<file path="src/hw/dcsm_map.svh">
// Register offsets, field positions and reset values of the semaphore/mailbox block.
// Assumes byte addresses on a 32-bit APB word bus.
`ifndef DCSM_MAP_SVH
`define DCSM_MAP_SVH
`define DCSM_SLOT_BASE 12'h000
`define DCSM_SLOT_LAST 12'h01c
`define DCSM_DB_MAIN 12'h040
`define DCSM_MB_ZERO 12'h044
`define DCSM_DB_HELPER 12'h048
`define DCSM_MB_ONE 12'h04c
`define DCSM_MIRROR 12'h100
`define DCSM_DB_FLAG_BIT 16
`define DCSM_DB_EN_BIT 0
`define DCSM_RESET_WORD 32'h0000_0000
`define DCSM_NUM_SLOTS 8
`endif

</file>
<file path="src/hw/dcsm_pkg.sv">
// Types shared by the semaphore/mailbox block and its bench.
// Assumes one APB3-style request and answer per core.
package dcsm_pkg;
	typedef struct packed {
		logic psel;
		logic penable;
		logic pwrite;
		logic [11:0] paddr;
		logic [31:0] pwdata;
	} dcsm_apb_req_t;

	typedef struct packed {
		logic [31:0] prdata;
		logic pready;
		logic pslverr;
	} dcsm_apb_rsp_t;

	typedef struct packed {
		logic [7:0] slot;
		logic main_flag;
		logic main_en;
		logic [31:0] mbox0;
		logic helper_flag;
		logic helper_en;
		logic [31:0] mbox1;
	} dcsm_regs_t;
endpackage : dcsm_pkg

</file>
<file path="src/hw/dcsm_top.sv">
// Eight semaphore slots, two mailbox words and two doorbells for two cores.
// Assumes both cores are APB masters on pclk; block reset comes from pclk logic.
//
// Register access over APB is this design's own decision.
`timescale 1ns/1ns
`include "dcsm_map.svh"

// Summary of operation
// (RQ1) Slot bit 0 is the flag, writing 0 releases; other bits read zero.
// (RQ2) Slot read returns old flag; a free slot is taken by that read.
// (RQ3) Eight independent slots, each settable and clearable by either core.
// (RQ4) Mirror register shows slot n at bit n live; upper bits zero.
// (RQ5) Reading the mirror never changes any slot.
// (RQ6) Main doorbell interrupt is raised while its flag and enable are set.
// (RQ7) Main doorbell enable at bit 0; other bits besides 16 read zero.
// (RQ8) Helper doorbell interrupt is raised while its flag and enable are set.
// (RQ9) Helper software clears its doorbell enable after taking the interrupt.
// (RQ10) Main handler clears flag or enable to drop its interrupt.
// (RQ11) Both mailbox words are plain 32-bit read/write, reset to zero.
// (RQ12) Sender writes the mailbox first, then rings the doorbell.
// (RQ13) Software dedicates one mailbox per direction and handles collisions.
// (RQ14) Block reset control clears slots, doorbells and mailboxes.
// (RQ15) Same-cycle accesses are serialized; only one read can acquire a slot.
module dcsm_top #(
	// Slot count; map and state word are laid out for this many
	parameter int NUM_SLOTS = `DCSM_NUM_SLOTS
) (
	// Clock and reset
	input wire logic pclk,
	input wire logic presetn,
	input wire logic semaphore_block_reset_control,
	// Main core APB port
	input wire dcsm_pkg::dcsm_apb_req_t main_req,
	output dcsm_pkg::dcsm_apb_rsp_t main_rsp,
	// Helper core APB port
	input wire dcsm_pkg::dcsm_apb_req_t helper_req,
	output dcsm_pkg::dcsm_apb_rsp_t helper_rsp,
	// Doorbell interrupts
	output logic irq_main_core,
	output logic irq_helper_core
);

	dcsm_pkg::dcsm_regs_t regs;
	dcsm_pkg::dcsm_regs_t after_main;
	dcsm_pkg::dcsm_regs_t next_regs;
	logic go_m;
	logic go_h;
	logic [31:0] rd_m;
	logic [31:0] rd_h;
	logic [2:0] idx_m;
	logic [2:0] idx_h;

	// Three index bits and an eight-bit mirror limit the slot count
	if (NUM_SLOTS != 8) begin : g_slot_check
		$error("dcsm_top supports eight semaphore slots only");
	end

	function automatic logic is_slot(input logic [11:0] a);
		return (a <= `DCSM_SLOT_LAST) && (a[1:0] == 2'b00);
	endfunction : is_slot

	function automatic logic is_mapped(input logic [11:0] a);
		logic hit;
		hit = is_slot(a);
		hit = hit || (a == `DCSM_DB_MAIN) || (a == `DCSM_MB_ZERO);
		hit = hit || (a == `DCSM_DB_HELPER) || (a == `DCSM_MB_ONE);
		hit = hit || (a == `DCSM_MIRROR);
		return hit;
	endfunction : is_mapped

	function automatic logic [31:0] read_word(
		input dcsm_pkg::dcsm_regs_t s,
		input logic [11:0] a
	);
		logic [31:0] w;
		w = `DCSM_RESET_WORD;
		if (is_slot(a)) begin
			// (RQ1) flag in bit 0
			w[0] = s.slot[a[4:2]];
		end else if (a == `DCSM_DB_MAIN) begin
			// (RQ7) enable and flag only
			w[`DCSM_DB_FLAG_BIT] = s.main_flag;
			w[`DCSM_DB_EN_BIT] = s.main_en;
		end else if (a == `DCSM_DB_HELPER) begin
			w[`DCSM_DB_FLAG_BIT] = s.helper_flag;
			w[`DCSM_DB_EN_BIT] = s.helper_en;
		end else if (a == `DCSM_MB_ZERO) begin
			w = s.mbox0;
		end else if (a == `DCSM_MB_ONE) begin
			w = s.mbox1;
		end else if (a == `DCSM_MIRROR) begin
			// (RQ4) live copy of all slots
			w[7:0] = s.slot;
		end
		return w;
	endfunction : read_word

	function automatic dcsm_pkg::dcsm_regs_t apply(
		input dcsm_pkg::dcsm_regs_t s,
		input logic go,
		input dcsm_pkg::dcsm_apb_req_t r
	);
		dcsm_pkg::dcsm_regs_t n;
		n = s;
		if (go && r.pwrite) begin
			if (is_slot(r.paddr)) begin
				// (RQ1) write 0 releases the slot
				n.slot[r.paddr[4:2]] = r.pwdata[0];
			end else if (r.paddr == `DCSM_DB_MAIN) begin
				// (RQ6) flag and enable writable
				n.main_flag = r.pwdata[`DCSM_DB_FLAG_BIT];
				n.main_en = r.pwdata[`DCSM_DB_EN_BIT];
			end else if (r.paddr == `DCSM_DB_HELPER) begin
				// (RQ8) flag and enable writable
				n.helper_flag = r.pwdata[`DCSM_DB_FLAG_BIT];
				n.helper_en = r.pwdata[`DCSM_DB_EN_BIT];
			end else if (r.paddr == `DCSM_MB_ZERO) begin
				// (RQ11) plain word
				n.mbox0 = r.pwdata;
			end else if (r.paddr == `DCSM_MB_ONE) begin
				n.mbox1 = r.pwdata;
			end
		end else if (go && is_slot(r.paddr)) begin
			// (RQ2) reading a free slot takes it
			// (RQ5) mirror reads never acquire
			n.slot[r.paddr[4:2]] = 1'b1;
		end
		return n;
	endfunction : apply

	// Access happens in the first access cycle; pready follows one edge later
	assign go_m = main_req.psel && main_req.penable && !main_rsp.pready;
	assign go_h = helper_req.psel && helper_req.penable && !helper_rsp.pready;
	assign idx_m = main_req.paddr[4:2];
	assign idx_h = helper_req.paddr[4:2];

	// (RQ15) main core first, helper sees its result
	always_comb begin
		after_main = apply(regs, go_m, main_req);
		next_regs = apply(after_main, go_h, helper_req);
		rd_m = read_word(regs, main_req.paddr);
		rd_h = read_word(after_main, helper_req.paddr);
	end

	// (RQ3) all slots held in one state word
	always_ff @(posedge pclk or negedge presetn) begin
		if (!presetn) begin
			regs <= '0;
		end else if (semaphore_block_reset_control) begin
			// (RQ14) block reset clears the whole state word
			regs <= '0;
		end else begin
			regs <= next_regs;
		end
	end

	// Main core answer
	always_ff @(posedge pclk or negedge presetn) begin
		if (!presetn) begin
			main_rsp <= '0;
		end else begin
			main_rsp.pready <= go_m;
			main_rsp.pslverr <= go_m && !is_mapped(main_req.paddr);
			if (go_m && !main_req.pwrite) begin
				main_rsp.prdata <= rd_m;
			end
		end
	end

	// Helper core answer
	always_ff @(posedge pclk or negedge presetn) begin
		if (!presetn) begin
			helper_rsp <= '0;
		end else begin
			helper_rsp.pready <= go_h;
			helper_rsp.pslverr <= go_h && !is_mapped(helper_req.paddr);
			if (go_h && !helper_req.pwrite) begin
				helper_rsp.prdata <= rd_h;
			end
		end
	end

	// Interrupts registered from state; one cycle behind the flags
	always_ff @(posedge pclk or negedge presetn) begin
		if (!presetn) begin
			irq_main_core <= 1'b0;
			irq_helper_core <= 1'b0;
		end else begin
			// (RQ6) main doorbell level
			irq_main_core <= regs.main_flag && regs.main_en;
			// (RQ8) helper doorbell level
			irq_helper_core <= regs.helper_flag && regs.helper_en;
		end
	end
endmodule : dcsm_top

</file>
<file path="config.mk">
export PLATFORM = sky130hd
export DESIGN_NAME = dcsm_top
export DESIGN_NICKNAME = d
export VERILOG_FILES = /design/src/hw/dcsm_pkg.sv /design/src/hw/dcsm_top.sv
export VERILOG_INCLUDE_DIRS = /design/src /design/src/hw
export SDC_FILE = /design/constraint.sdc
export NUM_CORES = 1
export LEC_CHECK = 0
export ABC_AREA = 1
export BUFFER_PORTS_ARGS = -buffer_cell sky130_fd_sc_hd__buf_2
export CAP_MARGIN = 20
export CORE_MARGIN = 5
export CORE_UTILIZATION = 24
export CTS_CLUSTER_DIAMETER = 200
export DETAILED_ROUTE_END_ITERATION = 6
export GPL_TIMING_DRIVEN = 0
export PLACE_DENSITY_LB_ADDON = 0.05
export SLEW_MARGIN = 15
export SYNTH_ARGS = -nofsm -noshare
export SYNTH_HDL_FRONTEND = slang
export SYNTH_SLANG_ARGS = --single-unit
</file>
<file path="constraint.sdc">
create_clock -name pclk -period 2.7 [get_ports pclk]
set_input_delay 0.54 -clock pclk [delete_from_list [all_inputs] [get_ports pclk]]
set_output_delay 0.54 -clock pclk [all_outputs]
set_load 0.05 [all_outputs]
</file>
# After elaboration in Yosys (flattened, before gate mapping)
# Index checks and enable logic that the tools add are counted.
# W data, S select, Z words.
[op_classes]
bitwise = 2
reduce_logical = 36
order_cmp = 6
muxes = 65
eq_ne = 10
[op_table]
columns = ["cell", "n"]
rows = [
  ["$mux W32", 12],
  ["$mux W68", 4],
  ["$mux W66", 2],
  ["$mux W15", 8],
  ["$eq A12 B7 Y1 const B", 8],
  ["$mux W8", 10],
  ["$mux W76", 1],
  ["$mux W31", 2],
  ["$mux W24", 2],
  ["$eq A12 B9 Y1 const B", 2],
  ["$le A12 B5 Y1 const B", 2],
  ["$logic_and A1 B1 Y1", 18],
  ["$bwmux W8", 2],
  ["$or A8 B8 Y8", 2],
  ["$mux W1", 14],
  ["$logic_or A1 B1 Y1", 10],
  ["$lt A3 B4 Y1 const B", 2],
  ["$mux W2", 4],
  ["$bmux W1 S3", 2],
  ["$demux W1 S3", 2],
  ["$ge A3 B1 Y1 const B", 2],
  ["$logic_not A1 Y1", 6],
  ["$logic_not A2 Y1", 2],
]
[word_totals]
reg_bits = 146
output_inout_bits = 70

# Logic depth before layout (Yosys ltp)
[depth]
word_depth = 14
ltp_mapped = 14

# Least setup slack after synthesis
# OpenSTA, ideal clock, no wires.
[synth_timing]
kind = "input-to-reg"
from = "input port main_req[36] (netlist name)"
to = "register helper_rsp[25] (netlist name)"
path_stages = 14
arrival_time_ns = 2.048
slack_ns = 0.534
setup_ns = 0.118
t_required_ns = 2.582
cell_sequence = "buf_4 nor2_4 nand2_4 nor2_8 nand3_4 inv_2 nand4_2 buf_6 clkbuf_2 or2_0 o21ai_1 o21ai_1 nand2_1 nand2_1"
[synth_between]
elab_chain_cells = 12
word_cells_on_any_way = 19
[synth_rtl]
columns = ["item", "line", "rtl"]
rows = [
  ["start: declaration", "dcsm_top.sv:33", "input wire dcsm_pkg::dcsm_apb_req_t main_req,"],
  ["$eq A12 B7 Y1 (no source line)", "n/a", ""],
  ["$mux W32", "dcsm_top.sv:120", "end else if (r.paddr == `DCSM_MB_ONE) begin"],
  ["$mux W32", "dcsm_top.sv:117", "end else if (r.paddr == `DCSM_MB_ZERO) begin"],
  ["$mux W32", "dcsm_top.sv:113", "end else if (r.paddr == `DCSM_DB_HELPER) begin"],
  ["$mux W66", "dcsm_top.sv:109", "end else if (r.paddr == `DCSM_DB_MAIN) begin"],
  ["$mux W68 (*)", "dcsm_top.sv:106", "if (is_slot(r.paddr)) begin"],
  ["$mux W68 (*)", "dcsm_top.sv:105", "if (go && r.pwrite) begin"],
  ["$mux W24", "dcsm_top.sv:89", "end else if (a == `DCSM_MB_ONE) begin"],
  ["$mux W32 (*)", "dcsm_top.sv:87", "end else if (a == `DCSM_MB_ZERO) begin"],
  ["$mux W15 (*)", "dcsm_top.sv:84", "end else if (a == `DCSM_DB_HELPER) begin"],
  ["$mux W15 (*)", "dcsm_top.sv:80", "end else if (a == `DCSM_DB_MAIN) begin"],
  ["$mux W31 (*)", "dcsm_top.sv:77", "if (is_slot(a)) begin"],
  ["end: declaration", "dcsm_top.sv:37", "output dcsm_pkg::dcsm_apb_rsp_t helper_rsp,"],
]
# Every way passes the cells marked *; elsewhere a longest branch is shown, timed or not.
# A chain may end at the register's enable or synchronous reset.

# Worst setup path after layout
[layout_timing]
from = "register helper_rsp[1] (netlist name)"
to = "register regs[16] (netlist name)"
[layout_between]
elab_chain_cells = 5
[layout_rtl]
columns = ["item", "line", "rtl"]
rows = [
  ["$logic_not A1 Y1", "dcsm_top.sv:133", "assign go_h = helper_req.psel && helper_req.penable && !helper_rsp.pready;"],
  ["$logic_and A1 B1 Y1", "dcsm_top.sv:133", ""],
  ["net go_h", "dcsm_top.sv:47", "logic go_h;"],
  ["$logic_and A1 B1 Y1", "dcsm_top.sv:105", ""],
  ["$mux W68", "dcsm_top.sv:105", ""],
  ["$mux W76", "dcsm_top.sv:149", "end else if (semaphore_block_reset_control) begin"],
  ["end signal: assignment", "dcsm_top.sv:153", "regs <= next_regs;"],
  ["end: declaration", "dcsm_top.sv:43", "dcsm_pkg::dcsm_regs_t regs;"],
]
# The timed path passes the listed nets, and every way through them passes these cells.

==> impl_metrics.env <==
export IMPL_placed_area_sq_um=9772
export IMPL_io_buffer_count=163
export IMPL_cts_tree="yes"
export IMPL_final_setup_viol_count=0
export IMPL_hold_class="in2async"
export IMPL_clk_path_buf_depth=2
export IMPL_detail_route_wl_per_cell_um=19.63
export IMPL_r2r_start="helper_rsp[1]"
export IMPL_synth_most_common_cell="nand2_1"
export IMPL_clock_sinks=146
export IMPL_synth_warnings=0
export IMPL_chipHeight_um=196.5
export IMPL_leakagePower_nw=5.181
export IMPL_powerDensity_nw_per_um2=499.3
export IMPL_cts_hold_buf=0
export IMPL_rr_worst_depth=7
export IMPL_placementRows=68
export IMPL_drc_errors=0
export IMPL_nets=1452
export IMPL_ant_nets=0
export IMPL_path_cells="nor2_2 -> inv_1 -> nor3b_2 -> nand3_2 -> clkbuf_1 -> o21ai_0 -> a21oi_1"
export IMPL_slowest_delay_ns=0.40
export IMPL_core_sq_um=34460
export IMPL_die_x_um=196.5
export IMPL_tightest_slew_ns=0.8292
export IMPL_drt_iter0_markers=569
export IMPL_fmax_ghz=0.4011
export IMPL_clk_latency_ns=0.44
export IMPL_num_vias=8437
export IMPL_reg2reg_slack_ns=0.21
export IMPL_grt_pass1_wl_um=53380
export IMPL_clock_skew_ns=0.01059
export IMPL_timing_hold_violations_final=0
export IMPL_ir_drop_v=0.0004302
export IMPL_ys_seq_area_share_pct=43.76
export IMPL_synth_ff_type="dfrtp_1"
export IMPL_grt_pass1_vias=8553
export IMPL_place_ws_ns=-0.4973
export IMPL_ys_top_cells_by_count="nand2_1, dfrtp_1, o21ai_0, nor2_1, inv_1"
export IMPL_drive_gt1_share_pct=19.19
export IMPL_root_buffer="clkbuf_16"
export IMPL_async_reset_ff_share_pct=100.0
export IMPL_die_area_sq_um=38620
export IMPL_vias_per_cell=4.636
export IMPL_hold_ws_ns=0.01738
export IMPL_num_io_pins=167
export IMPL_insertedDiodeCount=0
export IMPL_grt_max_degree=77
export IMPL_place_congestion=0.8322
export IMPL_htreeDepth=4
export IMPL_cts_made_buffers=17
export IMPL_finalWorstSetupSlack_ns=0.2068
export IMPL_ys_ff_latch=146
export IMPL_syn_inst=1170
export IMPL_required_ns=3.00
export IMPL_area_growth_pct=24.82
export IMPL_ys_top_cells_by_area="dfrtp_1, nand2_1, o21ai_0"
export IMPL_finalMaxSlewViolations=0
export IMPL_dpl_hpwl_um=26470
export IMPL_grt_usage_pct=18.31
export IMPL_dr_pass1_iters=6
export IMPL_synthesis_nets=1267
export IMPL_cap_violations=0
export IMPL_status="completed"
export IMPL_cp_arrival_ns=2.80
export IMPL_cp_top_family="simple AND/OR/NAND/NOR gates"
export IMPL_r2r_end="regs[16]"
export IMPL_design_area_sq_um=10420
export IMPL_relSlewSlack_pct=44.72
export IMPL_synth_edff_count=0
export IMPL_syn_area_per_cell_sq_um=7.136
export IMPL_min_period_ns=2.493
export IMPL_synth_cell_type_count=48
export IMPL_syn_area_sq_um=8349
export IMPL_crit_fanout=10
export IMPL_crit_buf_inv=2
export IMPL_start_util_pct=24.23
export IMPL_grt_overflow_total=0
export IMPL_endpoint_kind="flop"
export IMPL_worstSetupPathType="reg2reg"
export IMPL_clk_pin_slew_ns=0.07
export IMPL_timing_final_crit_share_pct=92.34
export IMPL_wl_um=35730
export IMPL_yosysTopAreaCellShare_pct=43.76
export IMPL_synth_top_area_cell="dfrtp_1"
export IMPL_cp_start_kind="flop"
export IMPL_antenna_found_initial=0
export IMPL_rsz0062_at_grt="no"
export IMPL_critPathSlowestCell="nor2_2"
-- power breakdown --
| part | switching, W | internal [W] |
|---|---|---|
| sequential | 0.0000102 | 0.00221 |
| combinational | 0.000340 | 0.000124 |
| clock | 0.00101 | 0.00151 |
| total | 0.00136 | 0.00384 |
-- flip-flops by register name, summed over array words and instances (netlist names) --
signal,count
irq_helper_core,1
helper_rsp,34
main_rsp,34
regs,76
irq_main_core,1
-- stage by stage --
stage | total power, W | TNS (ns) | util, % | cells
6_report | 0.005203 | 0 | 30.24 | 1820
5_1_grt | 0.005400 | 0 | 30.24 | 1820
4_1_cts | 0.005277 | 0 | 30.13 | 1818
3_5_place_dp | 0.002726 | -29.69 | 28.36 | 1789
3_3_place_gp | 0.002720 | -253.35 | 28.25 | 1788
2_1_floorplan | 0.002464 | 0 | - | 1170
-- layer usage --
layer  vias to the layer above  GRT usage, %  part of all wire, %
li1                       4185             -                    -
met3                        30         3.197                  4.5
met2                       204         28.72                   45
met1                      4018         26.11                   49
met4                         0         4.965                  1.7
met5                         -             0                    0
-- area by class of cell --
cell class | count | area, sq um
Buffer | 58 | 266.5
Clock buffer | 20 | 466.7
Clock inverter | 9 | 131.4
Fill cell | 3852 | 24040
Inverter | 133 | 503.0
Multi-Input combinational cell | 833 | 3963
Sequential cell | 146 | 3654
Tap cell | 455 | 569.3
Timing Repair Buffer | 166 | 868.3
-- repair_timing --
item,in CTS,in global routing
pin swaps,0,1
buffers inserted,0,2
resized for setup,3,15
setup endpoints to repair,23,42
cloned,0,0
-- cells by family (layout without fill, tap and decap cells) --
group,Yosys count,after routing,synth area share [%]
simple gates,509,509,26.11
buf+inv,191,386,9.081
flops,146,146,43.76
compound gates,324,324,21.06
-- worst register-to-register path, stage by stage (launching register included) --
cell      delay (ns)
dfrtp_1         0.39
nor2_2          0.40
inv_1           0.24
nor3b_2         0.33
nand3_2         0.31
clkbuf_1        0.38
o21ai_0         0.26
a21oi_1         0.06
-- cells in the final DEF, fill, tap and decap left out, types with 9 or more instances in the layout --
cell / count
nand2_1: 286
dfrtp_1: 146
a21oi_1: 83
o21ai_1: 53
nor2_1: 128
clkbuf_16: 17
inv_1: 127
o21ai_0: 143
nand3_1: 36
a211oi_1: 10
buf_2: 173
clkbuf_1: 35
or2_0: 9
or2_2: 13
-- how the worst max path moves through the flow --
stage	from	end	slack [ns]	depth (start not counted)
after global routing	helper_rsp[1]	regs[23]	0.02	7
after CTS	helper_req[33]	helper_rsp[3]	0.008	10
final	helper_rsp[1]	regs[16]	0.21	7
after detailed placement	helper_req[33]	regs[61]	-0.50	9
after floorplan	main_req[36]	helper_rsp[25]	0.53	14
after global placement	presetn	main_rsp[24]	-1.56	1
Note: power is estimated with default switching activity, not from simulation.
